==> src/sfb_pkg.sv <==
/*
  constants, register map and reset tables of the bank 0 register file.
  assumes a 32-bit AXI4-Lite bus with one aligned word per register.
*/
package sfb_pkg;

  localparam int SFB_ADDR_W = 7;
  localparam int SFB_IDX_W = 5;
  localparam int SFB_NREG = 32;
  localparam int SFB_PC_W = 13;
  localparam int SFB_LATCH_W = 5;
  localparam int SFB_PA_W = 6;
  localparam int SFB_PB_W = 8;
  localparam int SFB_PC_PORT_W = 8;
  localparam int SFB_SYNC_W = 1 + SFB_PA_W + SFB_PB_W + SFB_PC_PORT_W;

  // register indices; byte address is four times the index
  localparam logic [4:0] SFB_IDX_INDIRECT_DATA_PORT = 5'h00;
  localparam logic [4:0] SFB_IDX_TIMER_ZERO_COUNT = 5'h01;
  localparam logic [4:0] SFB_IDX_PROGRAM_COUNTER_LOW = 5'h02;
  localparam logic [4:0] SFB_IDX_CPU_STATUS_FLAGS = 5'h03;
  localparam logic [4:0] SFB_IDX_INDIRECT_POINTER = 5'h04;
  localparam logic [4:0] SFB_IDX_PORT_A_LATCH = 5'h05;
  localparam logic [4:0] SFB_IDX_PORT_B_LATCH = 5'h06;
  localparam logic [4:0] SFB_IDX_PORT_C_LATCH = 5'h07;
  localparam logic [4:0] SFB_IDX_PC_HIGH_LATCH = 5'h0A;
  localparam logic [4:0] SFB_IDX_INTERRUPT_CONTROL = 5'h0B;
  localparam logic [4:0] SFB_IDX_PERIPHERAL_FLAGS_ONE = 5'h0C;
  localparam logic [4:0] SFB_IDX_PERIPHERAL_FLAGS_TWO = 5'h0D;
  localparam logic [4:0] SFB_IDX_TIMER_ONE_LOW = 5'h0E;
  localparam logic [4:0] SFB_IDX_TIMER_ONE_HIGH = 5'h0F;
  localparam logic [4:0] SFB_IDX_TIMER_ONE_CONTROL = 5'h10;
  localparam logic [4:0] SFB_IDX_TIMER_TWO_COUNT = 5'h11;
  localparam logic [4:0] SFB_IDX_TIMER_TWO_CONTROL = 5'h12;
  localparam logic [4:0] SFB_IDX_SYNC_SERIAL_BUFFER = 5'h13;
  localparam logic [4:0] SFB_IDX_SYNC_SERIAL_CONTROL = 5'h14;
  localparam logic [4:0] SFB_IDX_CAPTURE_ONE_LOW = 5'h15;
  localparam logic [4:0] SFB_IDX_CAPTURE_ONE_HIGH = 5'h16;
  localparam logic [4:0] SFB_IDX_CAPTURE_ONE_CONTROL = 5'h17;
  localparam logic [4:0] SFB_IDX_SERIAL_RECEIVE_CONTROL = 5'h18;
  localparam logic [4:0] SFB_IDX_SERIAL_TRANSMIT_HOLDING = 5'h19;
  localparam logic [4:0] SFB_IDX_SERIAL_RECEIVE_HOLDING = 5'h1A;
  localparam logic [4:0] SFB_IDX_CAPTURE_TWO_LOW = 5'h1B;
  localparam logic [4:0] SFB_IDX_CAPTURE_TWO_HIGH = 5'h1C;
  localparam logic [4:0] SFB_IDX_CAPTURE_TWO_CONTROL = 5'h1D;

  // status bit positions
  localparam int SFB_ST_BANK_SEL = 5;
  localparam int SFB_ST_TIMEOUT = 4;
  localparam int SFB_ST_POWER_DOWN = 3;

  localparam logic [1:0] SFB_RESP_OKAY = 2'b00;

  typedef logic [SFB_NREG-1:0][7:0] sfb_table_t;

  // bits that read back (zero elsewhere)
  localparam sfb_table_t SFB_RD_MASK = '{
    SFB_IDX_INDIRECT_DATA_PORT: 8'hFF, SFB_IDX_TIMER_ZERO_COUNT: 8'hFF,
    SFB_IDX_PROGRAM_COUNTER_LOW: 8'hFF, SFB_IDX_CPU_STATUS_FLAGS: 8'hFF,
    SFB_IDX_INDIRECT_POINTER: 8'hFF, SFB_IDX_PORT_A_LATCH: 8'h3F,
    SFB_IDX_PORT_B_LATCH: 8'hFF, SFB_IDX_PORT_C_LATCH: 8'hFF,
    SFB_IDX_PC_HIGH_LATCH: 8'h1F, SFB_IDX_INTERRUPT_CONTROL: 8'hFF,
    SFB_IDX_PERIPHERAL_FLAGS_ONE: 8'hFF, SFB_IDX_PERIPHERAL_FLAGS_TWO: 8'h01,
    SFB_IDX_TIMER_ONE_LOW: 8'hFF, SFB_IDX_TIMER_ONE_HIGH: 8'hFF,
    SFB_IDX_TIMER_ONE_CONTROL: 8'h3F, SFB_IDX_TIMER_TWO_COUNT: 8'hFF,
    SFB_IDX_TIMER_TWO_CONTROL: 8'h7F, SFB_IDX_SYNC_SERIAL_BUFFER: 8'hFF,
    SFB_IDX_SYNC_SERIAL_CONTROL: 8'hFF, SFB_IDX_CAPTURE_ONE_LOW: 8'hFF,
    SFB_IDX_CAPTURE_ONE_HIGH: 8'hFF, SFB_IDX_CAPTURE_ONE_CONTROL: 8'h3F,
    SFB_IDX_SERIAL_RECEIVE_CONTROL: 8'hF7,
    SFB_IDX_SERIAL_RECEIVE_HOLDING: 8'hFF,
    SFB_IDX_CAPTURE_TWO_LOW: 8'hFF, SFB_IDX_CAPTURE_TWO_HIGH: 8'hFF,
    SFB_IDX_CAPTURE_TWO_CONTROL: 8'h3F, default: 8'h00};

  // bits that software may write
  localparam sfb_table_t SFB_WR_MASK = '{
    SFB_IDX_TIMER_ZERO_COUNT: 8'hFF, SFB_IDX_CPU_STATUS_FLAGS: 8'hE7,
    SFB_IDX_INDIRECT_POINTER: 8'hFF, SFB_IDX_PORT_A_LATCH: 8'h3F,
    SFB_IDX_PORT_B_LATCH: 8'hFF, SFB_IDX_PORT_C_LATCH: 8'hFF,
    SFB_IDX_PC_HIGH_LATCH: 8'h1F, SFB_IDX_INTERRUPT_CONTROL: 8'hFF,
    SFB_IDX_PERIPHERAL_FLAGS_ONE: 8'hFF, SFB_IDX_PERIPHERAL_FLAGS_TWO: 8'h01,
    SFB_IDX_TIMER_ONE_LOW: 8'hFF, SFB_IDX_TIMER_ONE_HIGH: 8'hFF,
    SFB_IDX_TIMER_ONE_CONTROL: 8'h3F, SFB_IDX_TIMER_TWO_COUNT: 8'hFF,
    SFB_IDX_TIMER_TWO_CONTROL: 8'h7F, SFB_IDX_SYNC_SERIAL_BUFFER: 8'hFF,
    SFB_IDX_SYNC_SERIAL_CONTROL: 8'hFF, SFB_IDX_CAPTURE_ONE_LOW: 8'hFF,
    SFB_IDX_CAPTURE_ONE_HIGH: 8'hFF, SFB_IDX_CAPTURE_ONE_CONTROL: 8'h3F,
    SFB_IDX_SERIAL_RECEIVE_CONTROL: 8'hF1,
    SFB_IDX_SERIAL_TRANSMIT_HOLDING: 8'hFF,
    SFB_IDX_CAPTURE_TWO_LOW: 8'hFF, SFB_IDX_CAPTURE_TWO_HIGH: 8'hFF,
    SFB_IDX_CAPTURE_TWO_CONTROL: 8'h3F, default: 8'h00};

  // power-on / brown-out values; unknown bits come up as zero
  localparam sfb_table_t SFB_POR_VAL = '{
    SFB_IDX_CPU_STATUS_FLAGS: 8'h18, default: 8'h00};

  // bits kept through master clear and watchdog resets
  localparam sfb_table_t SFB_KEEP = '{
    SFB_IDX_TIMER_ZERO_COUNT: 8'hFF, SFB_IDX_CPU_STATUS_FLAGS: 8'h07,
    SFB_IDX_INDIRECT_POINTER: 8'hFF, SFB_IDX_PORT_A_LATCH: 8'h3F,
    SFB_IDX_PORT_B_LATCH: 8'hFF, SFB_IDX_PORT_C_LATCH: 8'hFF,
    SFB_IDX_INTERRUPT_CONTROL: 8'h01, SFB_IDX_TIMER_ONE_LOW: 8'hFF,
    SFB_IDX_TIMER_ONE_HIGH: 8'hFF, SFB_IDX_TIMER_ONE_CONTROL: 8'h3F,
    SFB_IDX_SYNC_SERIAL_BUFFER: 8'hFF, SFB_IDX_CAPTURE_ONE_LOW: 8'hFF,
    SFB_IDX_CAPTURE_ONE_HIGH: 8'hFF, SFB_IDX_SERIAL_RECEIVE_CONTROL: 8'h01,
    SFB_IDX_CAPTURE_TWO_LOW: 8'hFF, SFB_IDX_CAPTURE_TWO_HIGH: 8'hFF,
    default: 8'h00};

  // registers decoded in either bank
  localparam logic [SFB_NREG-1:0] SFB_COMMON = 32'h0000_0C1D;

  typedef enum logic [3:0] {
    SFB_FE_IDLE = 4'b0001,
    SFB_FE_BUSY = 4'b0010,
    SFB_FE_WRESP = 4'b0100,
    SFB_FE_RRESP = 4'b1000
  } sfb_fe_state_t;

  typedef enum logic [1:0] {
    SFB_IND_IDLE = 2'b01,
    SFB_IND_WAIT = 2'b10
  } sfb_ind_state_t;

endpackage

==> src/sfb_bank_zero_map.sv <==
/*
  bank 0 special function register file of an 8-bit controller core,
  reached over AXI4-Lite. assumes a data memory port on the same clock
  for indirect accesses, and a core that pulses pc_inc_i to step.
*/
`timescale 1ns/10ps

module sfb_bank_zero_map
  import sfb_pkg::*;
(
  input wire logic core_clk_i,
  input wire logic arst_n_i,
  input wire logic [sfb_pkg::SFB_ADDR_W-1:0] s_axi_awaddr_i,
  input wire logic s_axi_awvalid_i,
  output logic s_axi_awready_o,
  input wire logic [31:0] s_axi_wdata_i,
  input wire logic [3:0] s_axi_wstrb_i,
  input wire logic s_axi_wvalid_i,
  output logic s_axi_wready_o,
  output logic [1:0] s_axi_bresp_o,
  output logic s_axi_bvalid_o,
  input wire logic s_axi_bready_i,
  input wire logic [sfb_pkg::SFB_ADDR_W-1:0] s_axi_araddr_i,
  input wire logic s_axi_arvalid_i,
  output logic s_axi_arready_o,
  output logic [31:0] s_axi_rdata_o,
  output logic [1:0] s_axi_rresp_o,
  output logic s_axi_rvalid_o,
  input wire logic s_axi_rready_i,
  input wire logic master_clear_pin_n_i,
  input wire logic watchdog_timeout_i,
  input wire logic pc_inc_i,
  input wire logic [sfb_pkg::SFB_PA_W-1:0] port_a_pins_i,
  input wire logic [sfb_pkg::SFB_PB_W-1:0] port_b_pins_i,
  input wire logic [sfb_pkg::SFB_PC_PORT_W-1:0] port_c_pins_i,
  output logic [sfb_pkg::SFB_PA_W-1:0] port_a_latch_o,
  output logic [sfb_pkg::SFB_PB_W-1:0] port_b_latch_o,
  output logic [sfb_pkg::SFB_PC_PORT_W-1:0] port_c_latch_o,
  output logic [sfb_pkg::SFB_PC_W-1:0] pc_o,
  output logic bank_select_o,
  output logic mem_req_o,
  output logic mem_we_o,
  output logic [7:0] mem_addr_o,
  output logic [7:0] mem_wdata_o,
  input wire logic mem_ack_i,
  input wire logic [7:0] mem_rdata_i
);
  import sfb_pkg::*;

  // front end request
  logic fe_req;
  logic fe_we;
  logic fe_wen;
  logic [SFB_IDX_W-1:0] fe_idx;
  logic [7:0] fe_wdata;

  // answer back to front end
  logic ack_reg;
  logic [7:0] ack_data_reg;

  // synchronised pins
  logic [SFB_SYNC_W-1:0] sync_q;
  wire logic master_clear_pin_n_sync = sync_q[SFB_SYNC_W-1];
  wire logic [SFB_PA_W-1:0] pins_a = sync_q[SFB_PA_W-1:0];
  wire logic [SFB_PB_W-1:0] pins_b =
    sync_q[SFB_PA_W+SFB_PB_W-1:SFB_PA_W];
  wire logic [SFB_PC_PORT_W-1:0] pins_c =
    sync_q[SFB_SYNC_W-2:SFB_PA_W+SFB_PB_W];

  // register storage, one entry per index
  logic [7:0] sfr_q [SFB_NREG];

  // program counter and indirect sequencer
  logic [SFB_PC_W-1:0] pc_reg;
  logic [SFB_PC_W-1:0] pc_next;
  sfb_ind_state_t ind_reg;
  sfb_ind_state_t ind_next;
  logic mem_req_reg;
  logic mem_we_reg;
  logic [7:0] mem_addr_reg;
  logic [7:0] mem_wdata_reg;

  sfb_axil_front u_front (
    .core_clk_i(core_clk_i),
    .arst_n_i(arst_n_i),
    .s_axi_awaddr_i(s_axi_awaddr_i),
    .s_axi_awvalid_i(s_axi_awvalid_i),
    .s_axi_awready_o(s_axi_awready_o),
    .s_axi_wdata_i(s_axi_wdata_i),
    .s_axi_wstrb_i(s_axi_wstrb_i),
    .s_axi_wvalid_i(s_axi_wvalid_i),
    .s_axi_wready_o(s_axi_wready_o),
    .s_axi_bresp_o(s_axi_bresp_o),
    .s_axi_bvalid_o(s_axi_bvalid_o),
    .s_axi_bready_i(s_axi_bready_i),
    .s_axi_araddr_i(s_axi_araddr_i),
    .s_axi_arvalid_i(s_axi_arvalid_i),
    .s_axi_arready_o(s_axi_arready_o),
    .s_axi_rdata_o(s_axi_rdata_o),
    .s_axi_rresp_o(s_axi_rresp_o),
    .s_axi_rvalid_o(s_axi_rvalid_o),
    .s_axi_rready_i(s_axi_rready_i),
    .req_o(fe_req),
    .req_we_o(fe_we),
    .req_wen_o(fe_wen),
    .req_idx_o(fe_idx),
    .req_wdata_o(fe_wdata),
    .ack_i(ack_reg),
    .ack_rdata_i(ack_data_reg)
  );

  sfb_pin_sync #(
    .WIDTH(SFB_SYNC_W)
  ) u_sync (
    .core_clk_i(core_clk_i),
    .arst_n_i(arst_n_i),
    .async_i({master_clear_pin_n_i, port_c_pins_i, port_b_pins_i,
      port_a_pins_i}),
    .sync_o(sync_q)
  );

  // reset class: master clear or watchdog, the power-on reset is arst_n_i
  wire logic other_rst = ~master_clear_pin_n_sync | watchdog_timeout_i;

  // bank decode
  wire logic bank_hi = sfr_q[SFB_IDX_CPU_STATUS_FLAGS][SFB_ST_BANK_SEL];
  wire logic idx_common = SFB_COMMON[fe_idx];
  wire logic idx_live = ~bank_hi | idx_common;
  wire logic [7:0] rd_mask = idx_live ? SFB_RD_MASK[fe_idx] : 8'h00;

  // indirect decode
  wire logic [7:0] pointer = sfr_q[SFB_IDX_INDIRECT_POINTER];
  wire logic ind_hit = idx_live & (fe_idx == SFB_IDX_INDIRECT_DATA_PORT);
  wire logic ptr_zero = (pointer == 8'h00);
  wire logic ind_go = fe_req & ind_hit & ~ptr_zero & (~fe_we | fe_wen);
  wire logic ind_done = (ind_reg == SFB_IND_WAIT) & mem_ack_i;

  // direct write decode
  wire logic wr_hit = fe_req & fe_we & fe_wen & idx_live & ~ind_hit;
  wire logic pcl_wr = wr_hit & (fe_idx == SFB_IDX_PROGRAM_COUNTER_LOW);

  // direct read value; ports read pins, pc low reads the counter
  logic [7:0] rd_raw;
  always_comb
  begin
    case (fe_idx)
      SFB_IDX_PROGRAM_COUNTER_LOW: rd_raw = pc_reg[7:0];
      SFB_IDX_PORT_A_LATCH: rd_raw = {2'b00, pins_a};
      SFB_IDX_PORT_B_LATCH: rd_raw = pins_b;
      SFB_IDX_PORT_C_LATCH: rd_raw = pins_c;
      SFB_IDX_INDIRECT_DATA_PORT: rd_raw = 8'h00;
      default: rd_raw = sfr_q[fe_idx];
    endcase
  end
  wire logic [7:0] rd_val = fe_we ? 8'h00 : (rd_raw & rd_mask);

  // plain register entries
  for (genvar i = 0; i < SFB_NREG; i++)
  begin : g_reg
    logic [7:0] val_reg;
    logic [7:0] val_next;
    wire logic sel = wr_hit & (fe_idx == SFB_IDX_W'(i));
    wire logic [7:0] kept =
      (val_reg & SFB_KEEP[i]) | (SFB_POR_VAL[i] & ~SFB_KEEP[i]);
    wire logic [7:0] wr_val =
      (val_reg & ~SFB_WR_MASK[i]) | (fe_wdata & SFB_WR_MASK[i]);

    always_comb
    begin
      val_next = val_reg;
      if (other_rst)
      begin
        val_next = kept;
        if (i == int'(SFB_IDX_CPU_STATUS_FLAGS))
        begin
          val_next[SFB_ST_TIMEOUT] = ~watchdog_timeout_i;
          val_next[SFB_ST_POWER_DOWN] = 1'b1;
        end
      end
      else if (sel)
      begin
        val_next = wr_val;
      end
    end

    always_ff @(posedge core_clk_i or negedge arst_n_i)
    begin
      if (!arst_n_i)
        val_reg <= SFB_POR_VAL[i];
      else
        val_reg <= val_next;
    end

    assign sfr_q[i] = val_reg;
  end

  // program counter: latch write alone leaves it untouched
  wire logic [SFB_LATCH_W-1:0] pc_latch =
    sfr_q[SFB_IDX_PC_HIGH_LATCH][SFB_LATCH_W-1:0];
  always_comb
  begin
    pc_next = pc_reg;
    if (other_rst)
      pc_next = '0;
    else if (pcl_wr)
      pc_next = {pc_latch, fe_wdata};
    else if (pc_inc_i)
      pc_next = pc_reg + 1'b1;
  end

  // indirect sequencer
  always_comb
  begin
    ind_next = ind_reg;
    case (ind_reg)
      SFB_IND_IDLE: if (ind_go) ind_next = SFB_IND_WAIT;
      SFB_IND_WAIT: if (mem_ack_i) ind_next = SFB_IND_IDLE;
      default: ind_next = SFB_IND_IDLE;
    endcase
  end

  // direct requests answer next cycle, indirect ones the cycle after memory ack
  wire logic ack_next = (fe_req & ~ind_go) | ind_done;
  wire logic [7:0] ack_data_next =
    ind_done ? (mem_we_reg ? 8'h00 : mem_rdata_i) : rd_val;
  wire logic mem_req_next = ind_go | (mem_req_reg & ~mem_ack_i);

  always_ff @(posedge core_clk_i or negedge arst_n_i)
  begin
    if (!arst_n_i)
    begin
      pc_reg <= '0;
      ind_reg <= SFB_IND_IDLE;
      ack_reg <= 1'b0;
      ack_data_reg <= 8'h00;
      mem_req_reg <= 1'b0;
    end
    else
    begin
      pc_reg <= pc_next;
      ind_reg <= ind_next;
      ack_reg <= ack_next;
      ack_data_reg <= ack_data_next;
      mem_req_reg <= mem_req_next;
    end
  end

  // memory request payload, held while the request stands
  always_ff @(posedge core_clk_i or negedge arst_n_i)
  begin
    if (!arst_n_i)
    begin
      mem_we_reg <= 1'b0;
      mem_addr_reg <= 8'h00;
      mem_wdata_reg <= 8'h00;
    end
    else if (ind_go)
    begin
      mem_we_reg <= fe_we;
      mem_addr_reg <= pointer;
      mem_wdata_reg <= fe_wdata;
    end
  end

  assign port_a_latch_o = sfr_q[SFB_IDX_PORT_A_LATCH][SFB_PA_W-1:0];
  assign port_b_latch_o = sfr_q[SFB_IDX_PORT_B_LATCH];
  assign port_c_latch_o = sfr_q[SFB_IDX_PORT_C_LATCH];
  assign pc_o = pc_reg;
  assign bank_select_o = bank_hi;
  assign mem_req_o = mem_req_reg;
  assign mem_we_o = mem_we_reg;
  assign mem_addr_o = mem_addr_reg;
  assign mem_wdata_o = mem_wdata_reg;
endmodule

==> src/sfb_pin_sync.sv <==
/*
  three-flop synchroniser; a bit changes once stages two and three agree.
  assumes inputs asynchronous to core_clk_i.
*/
`timescale 1ns/10ps
module sfb_pin_sync #(
  parameter int WIDTH = 1
) (
  input wire logic core_clk_i,
  input wire logic arst_n_i,
  input wire logic [WIDTH-1:0] async_i,
  output logic [WIDTH-1:0] sync_o
);
  logic [WIDTH-1:0] s1_reg;
  logic [WIDTH-1:0] s2_reg;
  logic [WIDTH-1:0] s3_reg;
  logic [WIDTH-1:0] q_reg;
  wire logic [WIDTH-1:0] agree = ~(s2_reg ^ s3_reg);
  wire logic [WIDTH-1:0] q_next = (s3_reg & agree) | (q_reg & ~agree);

  always_ff @(posedge core_clk_i or negedge arst_n_i)
  begin
    if (!arst_n_i)
    begin
      s1_reg <= '0;
      s2_reg <= '0;
      s3_reg <= '0;
      q_reg <= '0;
    end
    else
    begin
      s1_reg <= async_i;
      s2_reg <= s1_reg;
      s3_reg <= s2_reg;
      q_reg <= q_next;
    end
  end

  assign sync_o = q_reg;
endmodule

==> src/sfb_axil_front.sv <==
/*
  AXI4-Lite slave front end: turns one transfer at a time into a request
  with an acknowledge. assumes the register side acks each request once.
*/
`timescale 1ns/10ps
module sfb_axil_front
  import sfb_pkg::*;
(
  input wire logic core_clk_i,
  input wire logic arst_n_i,
  input wire logic [sfb_pkg::SFB_ADDR_W-1:0] s_axi_awaddr_i,
  input wire logic s_axi_awvalid_i,
  output logic s_axi_awready_o,
  input wire logic [31:0] s_axi_wdata_i,
  input wire logic [3:0] s_axi_wstrb_i,
  input wire logic s_axi_wvalid_i,
  output logic s_axi_wready_o,
  output logic [1:0] s_axi_bresp_o,
  output logic s_axi_bvalid_o,
  input wire logic s_axi_bready_i,
  input wire logic [sfb_pkg::SFB_ADDR_W-1:0] s_axi_araddr_i,
  input wire logic s_axi_arvalid_i,
  output logic s_axi_arready_o,
  output logic [31:0] s_axi_rdata_o,
  output logic [1:0] s_axi_rresp_o,
  output logic s_axi_rvalid_o,
  input wire logic s_axi_rready_i,
  output logic req_o,
  output logic req_we_o,
  output logic req_wen_o,
  output logic [sfb_pkg::SFB_IDX_W-1:0] req_idx_o,
  output logic [7:0] req_wdata_o,
  input wire logic ack_i,
  input wire logic [7:0] ack_rdata_i
);
  sfb_fe_state_t st_reg, st_next;
  logic aw_full_reg, w_full_reg, ar_full_reg;
  logic [SFB_IDX_W-1:0] aw_idx_reg, ar_idx_reg;
  logic [7:0] w_data_reg;
  logic w_en_reg;
  logic req_reg, we_reg;
  logic [7:0] rdata_reg;

  wire logic idle = (st_reg == SFB_FE_IDLE);
  wire logic aw_take = s_axi_awvalid_i & ~aw_full_reg;
  wire logic w_take = s_axi_wvalid_i & ~w_full_reg;
  wire logic ar_take = s_axi_arvalid_i & ~ar_full_reg;
  // writes win when both are pending
  wire logic go_wr = idle & aw_full_reg & w_full_reg;
  wire logic go_rd = idle & ar_full_reg & ~go_wr;

  always_comb
  begin
    st_next = st_reg;
    case (st_reg)
      SFB_FE_IDLE: if (go_wr | go_rd) st_next = SFB_FE_BUSY;
      SFB_FE_BUSY: if (ack_i) st_next = we_reg ? SFB_FE_WRESP : SFB_FE_RRESP;
      SFB_FE_WRESP: if (s_axi_bready_i) st_next = SFB_FE_IDLE;
      SFB_FE_RRESP: if (s_axi_rready_i) st_next = SFB_FE_IDLE;
      default: st_next = SFB_FE_IDLE;
    endcase
  end

  always_ff @(posedge core_clk_i or negedge arst_n_i)
  begin
    if (!arst_n_i)
    begin
      st_reg <= SFB_FE_IDLE;
      aw_full_reg <= 1'b0;
      w_full_reg <= 1'b0;
      ar_full_reg <= 1'b0;
      aw_idx_reg <= '0;
      ar_idx_reg <= '0;
      w_data_reg <= '0;
      w_en_reg <= 1'b0;
      req_reg <= 1'b0;
      we_reg <= 1'b0;
      rdata_reg <= '0;
    end
    else
    begin
      st_reg <= st_next;
      aw_full_reg <= aw_full_reg ? ~go_wr : aw_take;
      w_full_reg <= w_full_reg ? ~go_wr : w_take;
      ar_full_reg <= ar_full_reg ? ~go_rd : ar_take;
      if (aw_take) aw_idx_reg <= s_axi_awaddr_i[SFB_ADDR_W-1:2];
      if (ar_take) ar_idx_reg <= s_axi_araddr_i[SFB_ADDR_W-1:2];
      if (w_take) w_data_reg <= s_axi_wdata_i[7:0];
      if (w_take) w_en_reg <= s_axi_wstrb_i[0];
      req_reg <= go_wr | go_rd;
      if (go_wr | go_rd) we_reg <= go_wr;
      if (ack_i) rdata_reg <= ack_rdata_i;
    end
  end

  assign s_axi_awready_o = ~aw_full_reg;
  assign s_axi_wready_o = ~w_full_reg;
  assign s_axi_arready_o = ~ar_full_reg;
  assign s_axi_bvalid_o = st_reg[2];
  assign s_axi_rvalid_o = st_reg[3];
  assign s_axi_bresp_o = SFB_RESP_OKAY;
  assign s_axi_rresp_o = SFB_RESP_OKAY;
  assign s_axi_rdata_o = {24'h00_0000, rdata_reg};
  assign req_o = req_reg;
  assign req_we_o = we_reg;
  assign req_wen_o = w_en_reg;
  assign req_idx_o = we_reg ? aw_idx_reg : ar_idx_reg;
  assign req_wdata_o = w_data_reg;
endmodule

==> config.mk <==
export PLATFORM = sky130hd
export DESIGN_NAME = sfb_bank_zero_map
export DESIGN_NICKNAME = d
export VERILOG_FILES = /design/src/sfb_pkg.sv /design/src/sfb_bank_zero_map.sv /design/src/sfb_pin_sync.sv /design/src/sfb_axil_front.sv
export SDC_FILE = /design/constraint.sdc
export NUM_CORES = 1
export LEC_CHECK = 0
export BUFFER_PORTS_ARGS = -buffer_cell sky130_fd_sc_hd__buf_2
export CAP_MARGIN = 20
export CORE_MARGIN = 10
export CORE_UTILIZATION = 50
export DETAILED_ROUTE_END_ITERATION = 16
export PLACE_DENSITY = 0.74
export SLEW_MARGIN = 25
export SYNTH_ARGS = -nofsm -noshare
export SYNTH_HDL_FRONTEND = slang
export SYNTH_SLANG_ARGS = --single-unit
export TNS_END_PERCENT = 5
==> constraint.sdc <==
create_clock -name core_clk_i -period 6.2 [get_ports core_clk_i]
set_input_delay 0.62 -clock core_clk_i [delete_from_list [all_inputs] [get_ports core_clk_i]]
set_output_delay 0.62 -clock core_clk_i [all_outputs]
set_load 0.01 [all_outputs]
; ---- After elaboration in Yosys (flattened, before gate mapping)
; Memories as Yosys holds them, arrays and structs flattened.
; Cells that the tools add are included.
; Widths: inputs -> output; s select.
[totals]
register_bits = 370
rom_bits = 288
input_bits = 91
output_inout_bits = 95
wordCells = 269
memories = 2
[mem_list]
columns = memory, depth, width, rd, rd_clocked_by_memory_dff, wr, line
row1 = (name not given), 32, 8, 1, 0, 0, sfb_bank_zero_map.sv:129  ; wire logic [7:0] rd_mask = idx_live ? SFB_RD_MASK[fe_idx] : 8'h00;
row2 = (name not given), 32, 1, 1, 0, 0, sfb_bank_zero_map.sv:127  ; wire logic idx_common = SFB_COMMON[fe_idx];
[classes]
n_addsub = 1
order_cmp = 2
eq_ne = 38
n_mux = 56
bitwise = 80
n_reduce_logical = 36
[op_table]
columns = op, count
row1 = $mux 8, 35
row2 = $eq 5x5->1 const B, 12
row3 = $and 23x23->23, 2
row4 = $not 23->23, 2
row5 = $and 1x1->1, 43
row6 = $bmux 8 s5, 1
row7 = $eq 5x4->1 const B, 8
row8 = $pmux 8 s5, 1
row9 = $mux 13, 3
row10 = $reduce_and 2->1, 17
row11 = $or 8x6->8, 4
row12 = $reduce_bool 2->1, 15
row13 = $or 23x23->23, 1
row14 = $xor 23x23->23, 1
row15 = $eq 5x3->1 const B, 4
row16 = $mux 4, 5
row17 = $pmux 4 s4, 1
row18 = $mux 5, 3
row19 = $not 1->1, 14
row20 = $add 13x1->13 const B, 1
row21 = $ne 2x2->1 const B, 6
row22 = $eq 5x2->1 const B, 2
row23 = $and 8x8->8, 1
row24 = $logic_not 8->1, 1
row25 = 21 further kinds, 30

; ---- Longest topological paths before layout
; Gate-level depths: netlist (run 1).
[logic_depth]
ltp_word = 11
mapped_depth = 13

; ---- Hierarchy
; From an unflattened synthesis (run 1), not the netlist that was laid out.
[hier_totals]
hier_cells = 1222
hier_area_um2 = 15523.6
[modules_own_cells]
columns = module, n_inst, cells_per_inst, area_per_inst_um2, seq_area_each_um2
row1 = sfb_bank_zero_map, 1, 971, 11240.8, 5482.8
row2 = sfb_pin_sync, 1, 115, 2561.2, 2302.2
row3 = sfb_axil_front, 1, 136, 1721.7, 902.1

; ---- Least setup slack after synthesis (run 1)
; OpenSTA, ideal clock, no wires.
[synth_path]
kind = register to register
start = register u_front.we_reg, in the netlist u_front.req_we_o
end = register g_reg[27].val_reg[3]
arrival_time_ns = 3.073
setup_slack_ns = 3.002
stages_incl_launch_ff = 14
path_buffers = 5
period_less_slack_ns = 3.198
path_cell_list = dfrtp_1 -> buf_6 -> mux2i_2 -> inv_2 -> buf_2 -> buf_2 -> buf_2 -> ha_1 -> and2_1 -> o211ai_4 -> buf_2 -> nor4_1 -> nand3_1 -> mux2_2
[synth_via]
elab_chain_len = 9
word_cells_on_any_way = 14
cone_classes = 1 x eq/ne / 2 x mux / 8 x bitwise / 2 x reduce/logical / 1 x memory
[synth_lines]
columns = element, line
row1 = start: declaration, sfb_axil_front.sv:41  ; logic req_reg, we_reg;
row2 = start signal: assignment, sfb_axil_front.sv:91  ; if (go_wr | go_rd) we_reg <= go_wr;
row3 = $mux 5, sfb_axil_front.sv:107  ; assign req_idx_o = we_reg ? aw_idx_reg : ar_idx_reg;
row4 = $mem_v2 32x1, -
row5 = $mux 1 (not written as such), sfb_bank_zero_map.sv:127
row6 = $or 1x1->1, sfb_bank_zero_map.sv:128  ; wire logic idx_live = ~bank_hi | idx_common;
row7 = $and 1x1->1, sfb_bank_zero_map.sv:133  ; wire logic ind_hit = idx_live & (fe_idx == SFB_IDX_INDIRECT_DATA_PORT);
row8 = $not 1->1, sfb_bank_zero_map.sv:139  ; wire logic wr_hit = fe_req & fe_we & fe_wen & idx_live & ~ind_hit;
row9 = $and 1x1->1, sfb_bank_zero_map.sv:139
row10 = $and 1x1->1 (*), sfb_bank_zero_map.sv:162  ; wire logic sel = wr_hit & (fe_idx == SFB_IDX_W'(i));
row11 = $reduce_and 2->1 (no source line) (*), -
row12 = end signal: assignment, sfb_bank_zero_map.sv:189  ; val_reg <= SFB_POR_VAL[i];
row13 = end signal: assignment, sfb_bank_zero_map.sv:191  ; val_reg <= val_next;
row14 = end: declaration, sfb_bank_zero_map.sv:160  ; logic [7:0] val_reg;
; Mark *: on every way between the ends. The rest lies on a longest branch, timed or not. The select of a mux whose other input is x is not followed.
; A chain may end at the register's enable or synchronous reset.

; ---- Worst setup path after layout (run 1)
[layout_path]
start = register u_front.aw_idx_reg[0]
end = register ack_data_reg[5]
[layout_via]
elab_chain_len = 9
word_cells_on_any_way = 20
cone_classes = 4 x eq/ne / 10 x mux / 3 x bitwise / 1 x reduce/logical / 2 x memory
[layout_lines]
columns = element, line
row1 = start: declaration, sfb_axil_front.sv:38  ; logic [SFB_IDX_W-1:0] aw_idx_reg, ar_idx_reg;
row2 = start signal: assignment, sfb_axil_front.sv:86  ; if (aw_take) aw_idx_reg <= s_axi_awaddr_i[SFB_ADDR_W-1:2];
row3 = $mux 5 (*), sfb_axil_front.sv:107
row4 = $not 5->6 (not written as such), sfb_bank_zero_map.sv:152  ; default: rd_raw = sfr_q[fe_idx];
row5 = $bmux 8 s5, sfb_bank_zero_map.sv:152
row6 = $mux 8 (not written as such) (2 in a row), sfb_bank_zero_map.sv:152
row7 = $pmux 8 s5, sfb_bank_zero_map.sv:146  ; case (fe_idx)
row8 = $and 8x8->8 (*), sfb_bank_zero_map.sv:155  ; wire logic [7:0] rd_val = fe_we ? 8'h00 : (rd_raw & rd_mask);
row9 = $mux 8 (*), sfb_bank_zero_map.sv:155
row10 = $mux 8 (*), sfb_bank_zero_map.sv:225  ; ind_done ? (mem_we_reg ? 8'h00 : mem_rdata_i) : rd_val;
row11 = net ack_data_next[5], sfb_bank_zero_map.sv:224  ; wire logic [7:0] ack_data_next =
row12 = end signal: assignment, sfb_bank_zero_map.sv:243  ; ack_data_reg <= ack_data_next;
row13 = end: declaration, sfb_bank_zero_map.sv:59  ; logic [7:0] ack_data_reg;
; The timed path passes the listed nets; every way through them passes the cells marked *. The select of a mux whose other input is x is not followed.

==> results of run 1 <==
[worst paths after layout]
kind | endpoint | slack [ns] | start | depth (start not counted)
min in group core_clk_i | u_sync.s1_reg[10]$_DFF_PN0_ | 0.20 | port_b_pins_i[4] | 1
hold / removal | u_sync.s1_reg[22]$_DFF_PN0_ | 0.07 | arst_n_i | 1
setup / recovery | ack_data_reg[5]$_DFF_PN0_ | 2.49 | u_front.aw_idx_reg[0]$_DFFE_PN0P_ | 6
setup reg to reg | ack_data_reg[5]$_DFF_PN0_ | 2.49 | u_front.aw_idx_reg[0]$_DFFE_PN0P_ | 6
max in group asynchronous | g_reg[15].val_reg[3]$_DFFE_PN0P_ | 4.69 | arst_n_i | 3
hold reg to reg | u_sync.s2_reg[19]$_DFF_PN0_ | 0.35 | u_sync.s1_reg[19]$_DFF_PN0_ | 0
[layout by cell type, fill, tap and decap left out, types with 18 or more instances in the layout]
cell type,instances
nor3_1,21
clkbuf_16,38
a211oi_1,20
dfrtp_1,327
inv_1,18
o21ai_0,65
mux2_4,23
a21oi_1,51
conb_1,37
nand3_1,60
mux2_1,36
a221oi_1,18
nor2_1,62
buf_2,113
mux2i_1,35
nand2_1,111
mux2_2,103
maj3_1,20
[stage by stage]
step | util (%) | cell area (um2) | cells | hold slack [ns] | setup slack (ns)
detailed placement | 53.30 | 16350 | 1771 | 0.3347 | 2.593
floorplan | - | 15750 | 1372 | 0.3244 | 3.002
finish | 57.40 | 17600 | 1839 | 0.07196 | 2.495
global placement | 53.19 | 16310 | 1771 | 0.3316 | 2.624
CTS | 57.17 | 17530 | 1837 | 0.09671 | 2.573
global route | 57.40 | 17600 | 1839 | 0.1308 | 2.445
[area by class of cell]
class / count / area (um2) / area share, %
tap: 396 / 495.5 / 2.815
multi-input combinational: 888 / 6669 / 37.88
clock buffer: 51 / 1040 / 5.907
sequential: 335 / 8393 / 47.68
inverter: 20 / 75.07 / 0.4265
timing repair buffer: 134 / 783.3 / 4.450
clock inverter: 15 / 147.6 / 0.8387
[power by group]
part / switching, mW / internal, mW / total [mW]
combinational: 1.93 / 0.981 / 2.91
sequential: 0.523 / 2.43 / 2.95
clock: 0.884 / 1.26 / 2.15
[critical path, stage by stage (launching register included)]
cell and delay, ns:
dfrtp_1 0.82, mux2_2 0.84, a21oi_1 0.14, o21ai_1 0.85, o41ai_1 0.29, a41o_1 0.34, a31o_2 0.28
[cells by family after synthesis]
group	after synthesis	synth area share, %
compound gates	259	11.28
other cells	1	0.02401
xor+xnor	12	0.6729
buf+inv	149	4.822
flops	335	53.70
simple gates	350	12.18
fa+ha+maj	23	1.522
mux	207	15.81
[per-layer routing]
layer  wire [um]  vias to the layer above
li1            -                     4906
met1       17960                     5642
met5          12                        -
met2       19920                      561
met4        1624                        2
met3        4200                      121
==> flow_summary.ini, run 1 <==
[grt]
overflow = 0
grt_use_total_pct = 22.10
grt_use_met3_pct = 5.855
grt.busiest_layer = met2
met1_usage_pct = 29.49
grt_max_degree = 180
grt_pass1_wl_mm = 67.48
met2_usage_pct = 33.45
grt_pass1_vias = 11459
antenna_found_initial = 1

[clocking]
cts_root_buffer = clkbuf_16
cts_setup_buffers = 0
h-tree-depth = 2
path_clk_slew_ns = 0.06
cts_resized = 0
clkLatencyLatePin_ns = 0.53
hold_buffers = 0
cts_tree = yes
cts_buffer_depth = 3
clkSinkCount = 335
numCtsBuffers = 36

[cells_and_area]
fill_cells = 2507
antennaDiodeCount = 0
areaGrowthSynthToFinish_pct = 12.71
drive_gt1_share_pct = 26.61
nets = 1509
largest_reg_flops = 88

[placed_design]
place_congestion = 0.9553
io_buffers = 114
dp_hpwl_mm = 28.90

[sta]
maxSlewViolCount = 0
rsz0062_at_grt = no
finalSetupViolCount = 0
layout_min_cycle_time_ns = 3.705
fin_crit_sh_pct = 59.76
tightest_slew_ns = 1.054
relSlewSlack_pct = 29.75
final-hold-violation-count = 0
setup_tns_ns = 0
max_freq_mhz = 269.9
clock_skew_ns = 0.02363

[floorplan]
dieHeight_um = 196.7
die_x_um = 196.7
start_util_pct = 50.93
core_region_area_um2 = 30670
std_cell_rows = 64
dieArea_um2 = 38710
io_pins = 186

[routing]
via_per_inst = 6.108
vias = 11232
first_pass_iters = 5
drc = 0
postRouteWirelength_mm = 43.72
drt-initial-drc-count = 1138
drtAntennaViolNets = 0
post_drt_wl_per_cell_um = 23.77

[min_path]
min_path_type = in -> async

[synthesis]
yosys_most_used_dff = dfrtp_1
post-synth-top-count-cell = dfrtp_1
synth-seq-cells = 335
synth_warnings = 0
syn_area_um2 = 15620
synth_cells = 1336
yosys-top-cells-area = dfrtp_1, mux2_2, nand2_1
syn_avg_cell_area_um2 = 11.69
synth.distinct_cells = 87
synth-async-reset-ratio_pct = 100.0
synth_edf_count = 0
seq_area_frac_synth_pct = 53.70
synth_top_area_share_pct = 53.19
yosys-top-cells-count = dfrtp_1, nand2_1, mux2_2, o21ai_0, clkbuf_1
yosysTopAreaCell = dfrtp_1

[setup_path]
crit_arrival_ns = 4.11
crit_path_start_kind = register
endpoint_kind = register
critical_path_peak_fanout = 27
path_class = reg -> reg
crit_required_ns = 6.61

[power_and_ir_drop]
p_leak_nw = 8.041
finalPower_mw = 8.009
power_density_nw_per_um2 = 455.0
irDropWorstVdd_v = 0.0002391

[job]
max_cap_viol_count = 0

[run_status]
outcome = finished, final reports clean
(Power assumes the default switching activity.)
==> run 2: changes to the inputs <==
Clock period 6.2 ns to 3.8 ns, I/O delays scaled along.
==> flow_summary.ini, run 2 (synthesized netlist as in run 1, its figures left out) <==
[power_and_ir_drop]
irDropWorstVdd_v = 0.0003137
power_density_nw_per_um2 = 746.6
p_leak_nw = 8.297

[job]
max_cap_viol_count = 0

[grt]
grt_use_total_pct = 22.54
overflow = 0
antenna_found_initial = 1
grt_max_degree = 92
grt_pass1_vias = 11613
grt_pass1_wl_mm = 68.85

[clocking]
cts_buffer_depth = 3
cts_tree = yes
h-tree-depth = 2
path_clk_slew_ns = 0.07
clkSinkCount = 335
clkLatencyLatePin_ns = 0.53
numCtsBuffers = 36
cts_root_buffer = clkbuf_16

[cells_and_area]
fill_cells = 2482
drive_gt1_share_pct = 27.63
multi_input_area_um2 = 6636
largest_reg_flops = 88
nets = 1559
layout_commonest_cell = dfrtp_1
stdcell_area_um2 = 18050
areaGrowthSynthToFinish_pct = 15.57
final_cell_mix = dfrtp_1, buf_2, nand2_1, mux2_2, o21ai_0
regArea_um2 = 8392

[placed_design]
io_buffers = 114
placed_cell_area_um2 = 16610
place_congestion = 0.9438
dp_hpwl_mm = 30.46

[setup_path]
critical_path_peak_fanout = 24
crit_path_start_kind = register
path_class = reg -> reg
reg2reg_slack_ns = 0.26
crit_required_ns = 4.21
crit_arrival_ns = 3.94
endpoint_kind = register

[sta]
clock_skew_ns = 0.02269
final-hold-violation-count = 0
setup_tns_ns = 0
layout_min_cycle_time_ns = 3.536
fin_crit_sh_pct = 93.06
finalSetupViolCount = 0
rsz0062_at_grt = no
max_freq_mhz = 282.8
maxSlewViolCount = 0
tightest_slew_ns = 1.110
relSlewSlack_pct = 26.01

[min_path]
min_path_type = in -> reg

[routing]
post_drt_wl_per_cell_um = 23.51
drtAntennaViolNets = 0
drc = 0
first_pass_iters = 6
drt-initial-drc-count = 1243
vias = 11460
postRouteWirelength_mm = 44.40
via_per_inst = 6.067

[run_status]
outcome = finished, final reports clean

[floorplan]
core_region_area_um2 = 30670
std_cell_rows = 64
dieHeight_um = 196.7
io_pins = 186
die_x_um = 196.7
dieArea_um2 = 38710
start_util_pct = 50.93
[run 2: cell count changes in the layout (fill, tap and decap cells not counted), sizes merged]
cell         change
diode            +2
clkinvlp         -2
inv              +2
buf             +29
dlygate4sd3     +21
bufinv           +1
clkinv           -3
[run 2: worst paths after layout]
path	startpoint	to	cells past startpoint
max in group asynchronous	arst_n_i	u_front.st_reg[0]$_DFFE_PN1P_	3
setup reg to reg	u_front.req_we_o$_DFFE_PN0P_	ack_data_reg[3]$_DFF_PN0_	7
setup / recovery	u_front.req_we_o$_DFFE_PN0P_	ack_data_reg[3]$_DFF_PN0_	7
hold reg to reg	u_sync.s1_reg[14]$_DFF_PN0_	u_sync.s2_reg[14]$_DFF_PN0_	0
hold / removal	s_axi_wdata_i[4]	u_front.req_wdata_o[4]$_DFFE_PN0P_	3
min in group asynchronous	arst_n_i	u_sync.s1_reg[22]$_DFF_PN0_	2
[run 2: cell type report]
| class | count | share of cell area [%] |
|---|---|---|
| antenna | 2 | 0.02773 |
| tap | 396 | 2.745 |
| sequential | 335 | 46.49 |
| multi-input combinational | 888 | 36.77 |
| clock buffer | 51 | 5.864 |
| timing repair buffer | 184 | 6.835 |
| clock inverter | 13 | 0.8526 |
| inverter | 20 | 0.4159 |
[run 2: critical path, stage by stage (launching register included)]
cell and delay [ns]:
dfrtp_1 0.90, buf_4 0.39, nor2b_1 0.10, a32oi_1 0.61
a2111oi_0 0.29, a2111oi_0 0.59, o21ai_1 0.22, a41oi_1 0.33
[run 2: timing repair]
action	in CTS	in global routing
hold buffers	21	0
gates resized for setup	0	0
setup buffers	0	0
endpoints found under the hold margin	102	0
[run 2: routing by layer]
metal	wire [um]	up-vias	global-route usage, %
li1	-	5015	-
met1	18220	5780	30.26
met2	20510	555	34.87
met3	4070	110	5.482
met4	1598	0	8.308
met5	0	-	0
[run 2: per-stage QoR]
step                worst slack, ns  total power [mW]  instances  hold WS (ns)  utilization (%)
floorplan                    0.6024             7.649       1372       0.08441                -
global placement             0.3522             9.688       1802        0.3316            54.15
detailed placement           0.2757             9.744       1802        0.3347            54.15
CTS                          0.2419             13.36       1887       0.06723            58.79
global route                0.08132             14.00       1887       0.08950            58.84
finish                       0.2637             13.48       1889       0.07821            58.85
[run 2: where the power goes]
group | switching [mW] | internal [mW] | leakage (nW)
clock network | 1.42 | 2.15 | 0.600
registers | 0.792 | 3.96 | 4.40
logic | 3.26 | 1.89 | 3.29
total | 5.47 | 8.00 | 8.30
